### config.mk
export PLATFORM = sky130hd
export DESIGN_NAME = sweep_list_sequencer_control
export DESIGN_NICKNAME = d
export VERILOG_FILES = /design/src/design/sweep_pkg.sv /design/src/design/trig_in_sync.sv /design/src/design/trig_out_pulse.sv /design/src/design/sweep_list_sequencer_control.sv
export VERILOG_INCLUDE_DIRS = /design/src /design/src/design
export SDC_FILE = /design/constraint.sdc
export NUM_CORES = 2
export LEC_CHECK = 0
export BUFFER_PORTS_ARGS = -buffer_cell sky130_fd_sc_hd__buf_4
export CORE_ASPECT_RATIO = 0.5
export CORE_MARGIN = 8
export CORE_UTILIZATION = 30
export CTS_CLUSTER_SIZE = 12
export DETAILED_ROUTE_END_ITERATION = 6
export PLACE_DENSITY_LB_ADDON = 0.12
export SETUP_SLACK_MARGIN = 0.5
export SLEW_MARGIN = 20
export SYNTH_ARGS = -nofsm -noshare
export SYNTH_HDL_FRONTEND = slang
export SYNTH_SLANG_ARGS = --single-unit
### constraint.sdc
create_clock -name sys_clk -period 18.2 [get_ports sys_clk]
set_input_delay 0.91 -clock sys_clk [delete_from_list [all_inputs] [get_ports sys_clk]]
set_output_delay 0.91 -clock sys_clk [all_outputs]
set_load 0.01 [all_outputs]
### src/design/sweep_defs.svh
// Purpose: constants of the sweep / list sequencer control block
// Assumes: 100 MHz sys_clk, AXI4-Lite word registers at 4 x index
// Notes: fields are bit positions inside the 8-bit configuration
//
// Contract
// - Source bit picks buffer or computed points
// - Direction clear: start at begin, go up
// - Direction set: start at end, go down
// - Sawtooth jumps back to initial point
// - Triangle reverses at end, returns to start
// - Software trigger only starts and stops
// - Hardware trigger is a pin falling edge
// - Start/stop runs cycles, dwelling each point
// - Trigger while running ends the sweep
// - Step mode needs hardware trigger source
// - Step mode advances one point per trigger
// - Step mode stops after cycle count
// - Trigger after step stop restarts stepping
// - Software trigger or fixed tone ends stepping
// - Return clear: stay on final point
// - Return set: go to initial point, stop
// - Trigger output pulses only when enabled
// - Mode 0: pulse after each settled change
// - Mode 1: pulse at each cycle end
// - Begin frequency is 56-bit write-only value
// - Triggers ignored in single fixed tone
// - Dwell counted in 500 us units
// - Cycle count zero repeats forever
// - Separate end frequency for computed sweeps
`ifndef SWEEP_DEFS_SVH
`define SWEEP_DEFS_SVH

// ****************************************
// Register indices (byte address = 4 x index)
// ****************************************
`define IDX_CONFIG 8'h05
`define IDX_BEGIN_LO 8'h06
`define IDX_END_LO 8'h07
`define IDX_STEP_LO 8'h08
`define IDX_DWELL 8'h09
`define IDX_CYCLES 8'h0a
`define IDX_POINTS 8'h0c
`define IDX_BEGIN_HI 8'h26
`define IDX_END_HI 8'h27
`define IDX_STEP_HI 8'h28
`define IDX_CONTROL 8'h30
`define IDX_STATUS 8'h31
`define IDX_FREQ_LO 8'h32
`define IDX_FREQ_HI 8'h33

// ****************************************
// Configuration fields and control bits
// ****************************************
`define CFG_SRC 0
`define CFG_DIR 1
`define CFG_WAVE 2
`define CFG_TRIG 3
`define CFG_STEP 4
`define CFG_RET 5
`define CFG_OEN 6
`define CFG_OMODE 7
`define CTL_TONE 0
`define CTL_SWTRIG 1

// ****************************************
// Reset values and bus answers
// ****************************************
`define CONFIG_RST 8'h00
`define FREQ_RST 56'h0
`define WORD_RST 32'h0
`define POINTS_RST 16'h0001
`define RESP_OKAY 2'b00
`define RESP_SLVERR 2'b10

// ****************************************
// Timing
// ****************************************
`define CLK_MHZ 100
`define DWELL_UNIT_US 500
`define DWELL_TICK_CYC (`DWELL_UNIT_US * `CLK_MHZ)
`define SETTLE_NS 100
`define SETTLE_CYC ((`SETTLE_NS * `CLK_MHZ + 999) / 1000)
`define PULSE_NS 1000
`define PULSE_CYC ((`PULSE_NS * `CLK_MHZ + 999) / 1000)

`endif

### src/design/sweep_pkg.sv
// Purpose: types shared by the sweep sequencer files
// Assumes: nothing
// Notes: one-hot state codes
package sweep_pkg;
   typedef enum logic [2:0] {
      ST_IDLE = 3'b001,
      ST_DWELL = 3'b010,
      ST_STEP = 3'b100
   } seq_state_t;
endpackage

### src/design/trig_in_sync.sv
// Purpose: bring trigger_in_pin into sys_clk, flag falling edges
// Assumes: pin is asynchronous to sys_clk
// Notes: a level change counts once stages two and three agree
module trig_in_sync (
   // Clock and reset
   input wire logic sys_clk,
   input wire logic rst,
   // Pin and event
   input wire logic pin,
   output logic fall
);
   logic [2:0] stage;
   logic level;

   always_ff @(posedge sys_clk) begin
      if (rst) begin
         stage <= 3'h7;
      end else begin
         stage <= {stage[1:0], pin};
      end
   end

   always_ff @(posedge sys_clk) begin
      if (rst) begin
         level <= 1'b1;
         fall <= 1'b0;
      end else begin
         fall <= 1'b0;
         if (stage[1] == stage[2]) begin
            level <= stage[2];
            fall <= level & ~stage[2];
         end
      end
   end
endmodule

### src/design/trig_out_pulse.sv
// Purpose: timed pulse on trigger_out_pin per qualifying event
// Assumes: events come no closer than one settle delay plus one pulse apart
// Notes: a settle delay precedes the pulse; events while busy drop
`include "sweep_defs.svh"
module trig_out_pulse (
   // Clock and reset
   input wire logic sys_clk,
   input wire logic rst,
   // Event in, pin out
   input wire logic fire,
   output logic pin
);
   localparam logic [7:0] TOTAL = 8'(`SETTLE_CYC + `PULSE_CYC);
   localparam logic [7:0] PULSE = 8'(`PULSE_CYC);
   logic [7:0] cnt;
   logic [7:0] next_cnt;

   always_comb begin
      next_cnt = cnt;
      if (cnt != 8'h00) begin
         next_cnt = cnt - 8'h01;
      end else if (fire) begin
         next_cnt = TOTAL;
      end
   end

   always_ff @(posedge sys_clk) begin
      if (rst) begin
         cnt <= 8'h00;
         pin <= 1'b0;
      end else begin
         cnt <= next_cnt;
         pin <= (next_cnt != 8'h00) && (next_cnt <= PULSE);
      end
   end
endmodule

### src/design/sweep_list_sequencer_control.sv
// Purpose: steps a frequency source through buffer or computed points
// Assumes: AXI4-Lite register access, one clock, synchronous reset
// Notes: in buffer mode point_index addresses an outside point store
//
// The AXI4-Lite slave port is this design's own decision.
`include "sweep_defs.svh"
module sweep_list_sequencer_control #(
   parameter int DWELL_TICK_CYC = `DWELL_TICK_CYC
) (
   // Clock and reset
   input wire logic sys_clk,
   input wire logic rst,
   // AXI4-Lite write
   input wire logic [11:0] awaddr,
   input wire logic awvalid,
   output logic awready,
   input wire logic [31:0] wdata,
   input wire logic [3:0] wstrb,
   input wire logic wvalid,
   output logic wready,
   output logic [1:0] bresp,
   output logic bvalid,
   input wire logic bready,
   // AXI4-Lite read
   input wire logic [11:0] araddr,
   input wire logic arvalid,
   output logic arready,
   output logic [31:0] rdata,
   output logic [1:0] rresp,
   output logic rvalid,
   input wire logic rready,
   // Trigger pins
   input wire logic trigger_in_pin,
   output logic trigger_out_pin,
   // Point output
   output logic [55:0] freq_word,
   output logic [15:0] point_index,
   output logic sweep_running
);
   // ****************************************
   // Helpers
   // ****************************************
   function automatic logic [7:0] reg_index(input logic [11:0] a);
      reg_index = a[9:2];
   endfunction

   function automatic logic is_mapped(input logic [7:0] i);
      is_mapped = (i == `IDX_CONFIG) || (i == `IDX_BEGIN_LO) ||
         (i == `IDX_END_LO) || (i == `IDX_STEP_LO) ||
         (i == `IDX_DWELL) || (i == `IDX_CYCLES) ||
         (i == `IDX_POINTS) || (i == `IDX_BEGIN_HI) ||
         (i == `IDX_END_HI) || (i == `IDX_STEP_HI) ||
         (i == `IDX_CONTROL) || (i == `IDX_STATUS) ||
         (i == `IDX_FREQ_LO) || (i == `IDX_FREQ_HI);
   endfunction

   function automatic logic [31:0] merge(input logic [31:0] old,
      input logic [31:0] din, input logic [3:0] be);
      logic [31:0] r;
      r = old;
      for (int b = 0; b < 4; b++) begin
         if (be[b]) begin
            r[b*8 +: 8] = din[b*8 +: 8];
         end
      end
      merge = r;
   endfunction

   // ****************************************
   // AXI4-Lite slave
   // ****************************************
   logic aw_held;
   logic w_held;
   logic [7:0] wr_idx;
   logic [31:0] wr_data;
   logic [3:0] wr_be;
   logic do_wr;
   logic [31:0] next_rdata;
   logic [1:0] next_rresp;

   assign do_wr = aw_held & w_held & ~bvalid;

   always_ff @(posedge sys_clk) begin
      if (rst) begin
         awready <= 1'b1;
         aw_held <= 1'b0;
         wr_idx <= 8'h00;
      end else if (awvalid && awready) begin
         awready <= 1'b0;
         aw_held <= 1'b1;
         wr_idx <= reg_index(awaddr);
      end else if (bvalid && bready) begin
         awready <= 1'b1;
         aw_held <= 1'b0;
      end
   end

   always_ff @(posedge sys_clk) begin
      if (rst) begin
         wready <= 1'b1;
         w_held <= 1'b0;
         wr_data <= `WORD_RST;
         wr_be <= 4'h0;
      end else if (wvalid && wready) begin
         wready <= 1'b0;
         w_held <= 1'b1;
         wr_data <= wdata;
         wr_be <= wstrb;
      end else if (bvalid && bready) begin
         wready <= 1'b1;
         w_held <= 1'b0;
      end
   end

   always_ff @(posedge sys_clk) begin
      if (rst) begin
         bvalid <= 1'b0;
         bresp <= `RESP_OKAY;
      end else if (do_wr) begin
         bvalid <= 1'b1;
         bresp <= is_mapped(wr_idx) ? `RESP_OKAY : `RESP_SLVERR;
      end else if (bready) begin
         bvalid <= 1'b0;
      end
   end

   always_ff @(posedge sys_clk) begin
      if (rst) begin
         arready <= 1'b1;
         rvalid <= 1'b0;
         rdata <= `WORD_RST;
         rresp <= `RESP_OKAY;
      end else if (arvalid && arready) begin
         arready <= 1'b0;
         rvalid <= 1'b1;
         rdata <= next_rdata;
         rresp <= next_rresp;
      end else if (rvalid && rready) begin
         arready <= 1'b1;
         rvalid <= 1'b0;
      end
   end

   // ****************************************
   // Registers
   // ****************************************
   logic [7:0] sweep_config;
   logic [55:0] sweep_begin_frequency;
   logic [55:0] sweep_end_frequency;
   logic [55:0] step_frequency;
   logic [31:0] dwell_value;
   logic [31:0] cycle_count;
   logic [15:0] buffer_points;
   logic output_tone_select;
   logic sw_trig;
   logic [31:0] status_word;

   always_ff @(posedge sys_clk) begin
      if (rst) begin
         sweep_config <= `CONFIG_RST;
         sweep_begin_frequency <= `FREQ_RST;
         sweep_end_frequency <= `FREQ_RST;
         step_frequency <= `FREQ_RST;
         dwell_value <= `WORD_RST;
         cycle_count <= `WORD_RST;
         buffer_points <= `POINTS_RST;
         output_tone_select <= 1'b0;
      end else if (do_wr) begin
         if (wr_idx == `IDX_CONFIG) begin
            sweep_config <= 8'(merge(32'(sweep_config), wr_data, wr_be));
         end else if (wr_idx == `IDX_BEGIN_LO) begin
            sweep_begin_frequency[31:0] <=
               merge(sweep_begin_frequency[31:0], wr_data, wr_be);
         end else if (wr_idx == `IDX_BEGIN_HI) begin
            sweep_begin_frequency[55:32] <= 24'(merge(
               32'(sweep_begin_frequency[55:32]), wr_data, wr_be));
         end else if (wr_idx == `IDX_END_LO) begin
            sweep_end_frequency[31:0] <=
               merge(sweep_end_frequency[31:0], wr_data, wr_be);
         end else if (wr_idx == `IDX_END_HI) begin
            sweep_end_frequency[55:32] <= 24'(merge(
               32'(sweep_end_frequency[55:32]), wr_data, wr_be));
         end else if (wr_idx == `IDX_STEP_LO) begin
            step_frequency[31:0] <=
               merge(step_frequency[31:0], wr_data, wr_be);
         end else if (wr_idx == `IDX_STEP_HI) begin
            step_frequency[55:32] <= 24'(merge(
               32'(step_frequency[55:32]), wr_data, wr_be));
         end else if (wr_idx == `IDX_DWELL) begin
            dwell_value <= merge(dwell_value, wr_data, wr_be);
         end else if (wr_idx == `IDX_CYCLES) begin
            cycle_count <= merge(cycle_count, wr_data, wr_be);
         end else if (wr_idx == `IDX_POINTS) begin
            buffer_points <= 16'(merge(32'(buffer_points), wr_data,
               wr_be));
         end else if (wr_idx == `IDX_CONTROL && wr_be[0]) begin
            output_tone_select <= wr_data[`CTL_TONE];
         end
      end
   end

   // Software trigger is a one-cycle pulse from a control write
   always_ff @(posedge sys_clk) begin
      if (rst) begin
         sw_trig <= 1'b0;
      end else begin
         sw_trig <= do_wr && wr_idx == `IDX_CONTROL && wr_be[0] &&
            wr_data[`CTL_SWTRIG];
      end
   end

   // Write-only registers read back as zero
   always_comb begin
      next_rdata = `WORD_RST;
      next_rresp = `RESP_OKAY;
      if (!is_mapped(reg_index(araddr))) begin
         next_rresp = `RESP_SLVERR;
      end else if (reg_index(araddr) == `IDX_STATUS) begin
         next_rdata = status_word;
      end else if (reg_index(araddr) == `IDX_FREQ_LO) begin
         next_rdata = freq_word[31:0];
      end else if (reg_index(araddr) == `IDX_FREQ_HI) begin
         next_rdata = 32'(freq_word[55:32]);
      end else if (reg_index(araddr) == `IDX_CONTROL) begin
         next_rdata = 32'(output_tone_select);
      end
   end

   // ****************************************
   // Triggers
   // ****************************************
   sweep_pkg::seq_state_t state;
   logic pin_fall;
   logic hw_src;
   logic trig;
   logic step_mode;
   logic list_src;

   trig_in_sync u_sync (
      .sys_clk(sys_clk),
      .rst(rst),
      .pin(trigger_in_pin),
      .fall(pin_fall)
   );

   assign hw_src = sweep_config[`CFG_TRIG];
   // Fixed tone mode masks every trigger
   assign trig = output_tone_select &
      (hw_src ? pin_fall : sw_trig);
   assign step_mode = sweep_config[`CFG_STEP] & hw_src;
   assign list_src = ~sweep_config[`CFG_SRC];

   // ****************************************
   // Point stepping
   // ****************************************
   logic dir_up;
   logic leg;
   logic [31:0] cycles_done;
   logic [15:0] last_idx;
   logic at_top;
   logic at_bot;
   logic at_edge;
   logic [56:0] sum_up;
   logic [56:0] floor_dn;
   logic [55:0] up_freq;
   logic [55:0] dn_freq;
   logic start;
   logic adv;
   logic move;
   logic load_init;
   logic cyc_end;
   logic finish;
   logic next_dir;
   logic next_leg;
   logic last_cycle;
   logic dwell_done;

   assign last_idx = (buffer_points == 16'h0000) ? 16'h0000 :
      buffer_points - 16'h0001;
   assign sum_up = {1'b0, freq_word} + {1'b0, step_frequency};
   assign floor_dn = {1'b0, sweep_begin_frequency} +
      {1'b0, step_frequency};
   assign up_freq = (sum_up > {1'b0, sweep_end_frequency}) ?
      sweep_end_frequency : sum_up[55:0];
   assign dn_freq = ({1'b0, freq_word} < floor_dn) ?
      sweep_begin_frequency : freq_word - step_frequency;
   assign at_top = list_src ? (point_index >= last_idx) :
      (freq_word >= sweep_end_frequency);
   assign at_bot = list_src ? (point_index == 16'h0000) :
      (freq_word <= sweep_begin_frequency);
   assign at_edge = dir_up ? at_top : at_bot;
   assign last_cycle = (cycle_count != `WORD_RST) &&
      (cycles_done + 32'h1 >= cycle_count);

   assign start = state == sweep_pkg::ST_IDLE && trig;
   assign adv = (state == sweep_pkg::ST_DWELL && dwell_done && !trig) ||
      (state == sweep_pkg::ST_STEP && trig);

   always_comb begin
      move = 1'b0;
      load_init = start;
      cyc_end = 1'b0;
      finish = 1'b0;
      next_dir = dir_up;
      next_leg = leg;
      if (adv) begin
         if (!at_edge) begin
            move = 1'b1;
         end else if (sweep_config[`CFG_WAVE] && !leg) begin
            next_dir = ~dir_up;
            next_leg = 1'b1;
            move = 1'b1;
         end else begin
            cyc_end = 1'b1;
            if (last_cycle) begin
               finish = 1'b1;
               load_init = sweep_config[`CFG_RET];
            end else if (sweep_config[`CFG_WAVE]) begin
               next_dir = ~dir_up;
               next_leg = 1'b0;
               move = 1'b1;
            end else begin
               load_init = 1'b1;
            end
         end
      end
   end

   always_ff @(posedge sys_clk) begin
      if (rst) begin
         freq_word <= `FREQ_RST;
         point_index <= 16'h0000;
         dir_up <= 1'b1;
         leg <= 1'b0;
      end else if (load_init) begin
         dir_up <= ~sweep_config[`CFG_DIR];
         leg <= 1'b0;
         if (sweep_config[`CFG_DIR]) begin
            freq_word <= sweep_end_frequency;
            point_index <= last_idx;
         end else begin
            freq_word <= sweep_begin_frequency;
            point_index <= 16'h0000;
         end
      end else if (move) begin
         dir_up <= next_dir;
         leg <= next_leg;
         if (!list_src) begin
            freq_word <= next_dir ? up_freq : dn_freq;
         end else begin
            point_index <= next_dir ? point_index + 16'h0001 :
               point_index - 16'h0001;
         end
      end
   end

   always_ff @(posedge sys_clk) begin
      if (rst) begin
         cycles_done <= `WORD_RST;
      end else if (start) begin
         cycles_done <= `WORD_RST;
      end else if (cyc_end) begin
         cycles_done <= cycles_done + 32'h1;
      end
   end

   // ****************************************
   // Sequencer state
   // ****************************************
   always_ff @(posedge sys_clk) begin
      if (rst) begin
         state <= sweep_pkg::ST_IDLE;
      end else if (!output_tone_select) begin
         state <= sweep_pkg::ST_IDLE;
      end else begin
         case (state)
            sweep_pkg::ST_IDLE: begin
               if (start) begin
                  state <= step_mode ? sweep_pkg::ST_STEP :
                     sweep_pkg::ST_DWELL;
               end
            end
            sweep_pkg::ST_DWELL: begin
               if (trig || finish) begin
                  state <= sweep_pkg::ST_IDLE;
               end
            end
            sweep_pkg::ST_STEP: begin
               if (sw_trig || finish) begin
                  state <= sweep_pkg::ST_IDLE;
               end
            end
            default: begin
               state <= sweep_pkg::ST_IDLE;
            end
         endcase
      end
   end

   always_ff @(posedge sys_clk) begin
      if (rst) begin
         sweep_running <= 1'b0;
      end else begin
         sweep_running <= state != sweep_pkg::ST_IDLE;
      end
   end

   assign status_word = {cycles_done[15:0], 11'h000, leg, dir_up,
      state};

   // ****************************************
   // Dwell timer
   // ****************************************
   logic [31:0] tick_cnt;
   logic [31:0] dwell_cnt;
   logic tick;

   assign tick = tick_cnt == 32'(DWELL_TICK_CYC - 1);
   assign dwell_done = tick && (dwell_cnt + 32'h1 >= dwell_value);

   always_ff @(posedge sys_clk) begin
      if (rst) begin
         tick_cnt <= `WORD_RST;
         dwell_cnt <= `WORD_RST;
      end else if (state != sweep_pkg::ST_DWELL || load_init || move) begin
         tick_cnt <= `WORD_RST;
         dwell_cnt <= `WORD_RST;
      end else if (tick) begin
         tick_cnt <= `WORD_RST;
         dwell_cnt <= dwell_cnt + 32'h1;
      end else begin
         tick_cnt <= tick_cnt + 32'h1;
      end
   end

   // ****************************************
   // Trigger output
   // ****************************************
   logic chg_d;
   logic cyc_d;
   logic fire;

   always_ff @(posedge sys_clk) begin
      if (rst) begin
         chg_d <= 1'b0;
         cyc_d <= 1'b0;
      end else begin
         chg_d <= load_init | move;
         cyc_d <= cyc_end;
      end
   end

   // Point change is taken one cycle after the point registers load
   assign fire = sweep_config[`CFG_OEN] & (sweep_config[`CFG_OMODE] ?
      cyc_d : chg_d);

   trig_out_pulse u_pulse (
      .sys_clk(sys_clk),
      .rst(rst),
      .fire(fire),
      .pin(trigger_out_pin)
   );
endmodule

==> summary.md <==
| Metric | Value |
|---|---|
| Slowest cell on crit path | o221ai_1 |
| Routed Antenna Nets | 0 |
| Worst path buffer plus inverter count | 2 |
| Max stage delay on crit path | 0.98 ns |
| Synthesis Warnings | 0 |
| Initial core utilization | 30.1% |
| Via count | 40241 |
| Largest net degree at the start of global routing | 84 |
| Clk sinks | between 500 and 600 |
| Simple logic cell fraction of the synthesized area | 20.3% |
| Tot GR Track Use | 22.7% |
| Via density | 5.53 |
| Fraction of registers with async set/reset | 0% |
| PD cells | 57.8 nW/µm² |
| RSZ-0062 raised after global routing | no |
| Register area share after synthesis | approximately 26% |
| Routed wire length | 179000 µm |
| Initial antenna violation count | 18 |
| Post-CTS Setup Inserts | 0 |
| Mux share of post-synthesis cell area | under 10% |
| Share of layout cells above drive strength 1 | 7.56% |
| CP most frequent cell | and3_1 |
| Full die area | 150000 µm² |
| Fin util | about a third |
| Clk Latency, worst-skew pair | between 0.7 and 0.8 ns |
| Post-synth EDFFs | 0 |
| Mapped Area | 41100 µm² |
| First-pass DRT Iterations | 6 |
| Clock Path Buffers | 3 |
| Synth area leaders | dfxtp_1 26%, ha_1 15%, a21oi_1 7.0% |
| Max FO, Critical Path | 29 |
| Worst setup margin | 8.71 ns |
| Status | finished, final reports clean |
| Syn_area_per_cell | 7.64 µm² |
| # DRC | 0 |
| CP top delay family | simple AND/OR/NAND/NOR gates |
| Most common flop cell mapped by yosys | dfxtp_1 |
| Crit path arrival time | 10.04 ns |
| Period utilisation layout | 52.2% |
| Gr ovfl total | 0 |
| Lkg Pwr | 19.1 nW |
| CTS buffer count | 60 |
| Placed Area | 44200 µm² |
| Post-route minimum period | 9.49 ns |
| Core area | 137000 µm² |
| Largest family of logic cells by synthesized area | compound AO/OA/AOI/OAI gates |
| Hold_buf cts | 0 |
| Area fraction of the dominant cell type after synthesis | 25.9% |
| Final Setup Violations | 0 |
| Post-DP HPWL | 137000 µm |
| CTS root buffer | clkbuf_16 |
| CP Class | flop to flop |
| Max cap viols | 0 |
| Max VDD drop | 90.9 µV |
| HP Class | input pin to flop |
| Setup crit start kind | flop |
| DRT iter0 DRCs | 3508 |
| Die X | 540 µm |
| Area Growth Syn to Fin | 12.5% |
| Pwr Total | 2.67 mW |
| IO Port Bufs | 172 |
| Final hold vios | 0 |
| Final slew viol count | 0 |
| IO Pins | 183 |
| Clk_skew | 0.0662 ns |
| Clk slew on worst S/H paths | 0.07 ns |
| Total negative setup slack | 0 ns |
| Row cnt | 96 |
| Die span in y | 278 µm |
| Worst slack, placed | 8.93 ns |
| Post-synthesis xor/xnor area fraction | 6.98% |
| H-tree Lvls | 2 |
| Wire length per cell | around 25 µm |
| Final instance area | 46300 µm² |
| Post-CTS resize count | 0 |
| Yosys cell types | 87 |
| Fillers | 14423 |
| First-pass GRT wire length | 260000 µm |
| CTS tree | done |
| WP data required | 18.74 ns |
| Adder-cell share of the synthesized area | 15.1% |
| Synth Register Bits | 533 |
| Compound-gate portion of the synthesized area | 21.2% |
| Nets | 5979 |
| Max Fclk | between 100 and 150 MHz |
| Nature of the critical path endpoint | flop |
| Vias in the first global route | roughly 38000 |
| Slew at the pin closest to its max-slew limit | around 1.3 ns |
| Final Wtd Congestion | 0.974 |
| Slew headroom | a little over an eighth |
| Mapped Cells | about 5400 |
| Yosys top cell by area | dfxtp_1 |
## where the power goes
part	leakage, nW	switching, mW	total (mW)	internal (mW)
logic	13.8	0.104	0.158	0.0539
clock network	0.979	0.579	1.30	0.720
registers	4.30	0.0362	1.22	1.18
## final cells by class
class	count	area, µm²	area share [%]
Clock inverter	21	239	0.516
Clock buffer	89	1780	3.85
Sequential cell	533	10700	23.1
Antenna cell	3	7.51	0.0162
Multi-Input combinational cell	4251	28300	61.1
Tap cell	1813	2270	4.90
Inverter	331	1240	2.68
Timing Repair Buffer	240	1810	3.91
## cells in the mapped netlist (39+ instances only)
library cell / instances
nand2_1: 639
a21oi_1: 576
nor2_1: 557
dfxtp_1: 533
ha_1: 490
inv_1: 330
clkbuf_1: 234
nand3_1: 205
o21ai_0: 190
mux2i_1: 188
xnor2_1: 173
xor2_1: 155
a21o_1: 99
nand4_1: 72
a211oi_1: 60
and3_1: 56
nor3_1: 56
o211ai_1: 54
nor4_1: 49
nor2b_1: 47
o21bai_1: 42
a221oi_1: 41
nand2b_1: 41
o21a_1: 39
## registers in the layout (all words and copies together) (netlist names), 32 cells and up
name,count
rdata,32
cycle_count,32
sweep_end_frequency,56
cycles_done,32
wr_data,32
sweep_begin_frequency,56
dwell_value,32
freq_word,56
step_frequency,56
dwell_cnt,32
tick_cnt,32
## worst paths after layout
| path | start | to | slack [ns] | cells past startpoint |
|---|---|---|---|---|
| min reg2reg | dwell_value[20]$_SDFFE_PP0P_ | dwell_value[20]$_SDFFE_PP0P_ | 0.46 | 2 |
| min | trigger_in_pin | u_sync.stage[0]$_SDFF_PP1_ | 0.45 | 2 |
| max reg2reg | cycles_done[0]$_SDFFE_PP0P_ | point_index[15]$_SDFFE_PP0P_ | 8.71 | 35 |
| max | cycles_done[0]$_SDFFE_PP0P_ | point_index[15]$_SDFFE_PP0P_ | 8.71 | 35 |
## logic make-up (layout without fill, tap and decap cells)
family	after synthesis	after routing
mux	199	199
xor+xnor	328	328
fa+ha+maj	494	494
flops	533	533
buf+inv	603	681
simple gates	1850	1850
other cells	1	5
compound gates	1378	1378
## routing by layer
layer	vias to the layer above	share of wire [%]	GRT usage, %
li1	19123	-	-
met1	19618	48	33.2
met2	1316	42	35.2
met3	184	7.0	3.24
met4	0	2.3	5.12
met5	-	0	0
## cells in the final DEF, fill, tap and decap left out, types with 32 or more instances in the layout
cell	instances
a221oi_1	41
nor2b_1	47
o21ai_0	190
o21a_1	39
buf_4	239
a31oi_1	32
xor2_1	155
a21o_1	99
and3_1	56
a211oi_1	60
dfxtp_1	530
nand2_1	638
ha_1	490
o21bai_1	42
nor2_1	553
nand4_1	72
o211ai_1	54
nand2b_1	41
inv_1	330
nor3_1	56
nand3_1	205
xnor2_1	173
mux2i_1	188
a21oi_1	576
nor4_1	46
clkbuf_16	61
## worst reg2reg max path, delay by kind of cell (launching register included)
| family | cells | cell delay, ns |
|---|---|---|
| simple gates | 16 | 3.53 |
| compound gates | 11 | 3.38 |
| fa+ha+maj | 3 | 0.96 |
| flops | 1 | 0.52 |
| buf+inv | 2 | 0.51 |
| xor+xnor | 3 | 0.45 |
## per-stage QoR
stage               cells  hold WS, ns
global route         7278        0.434
finish               7281        0.448
floorplan            5387        0.389
CTS                  7278        0.405
detailed placement   7168        0.448
global placement     7168        0.442
No activity file was read; power rests on OpenSTA's default activity.
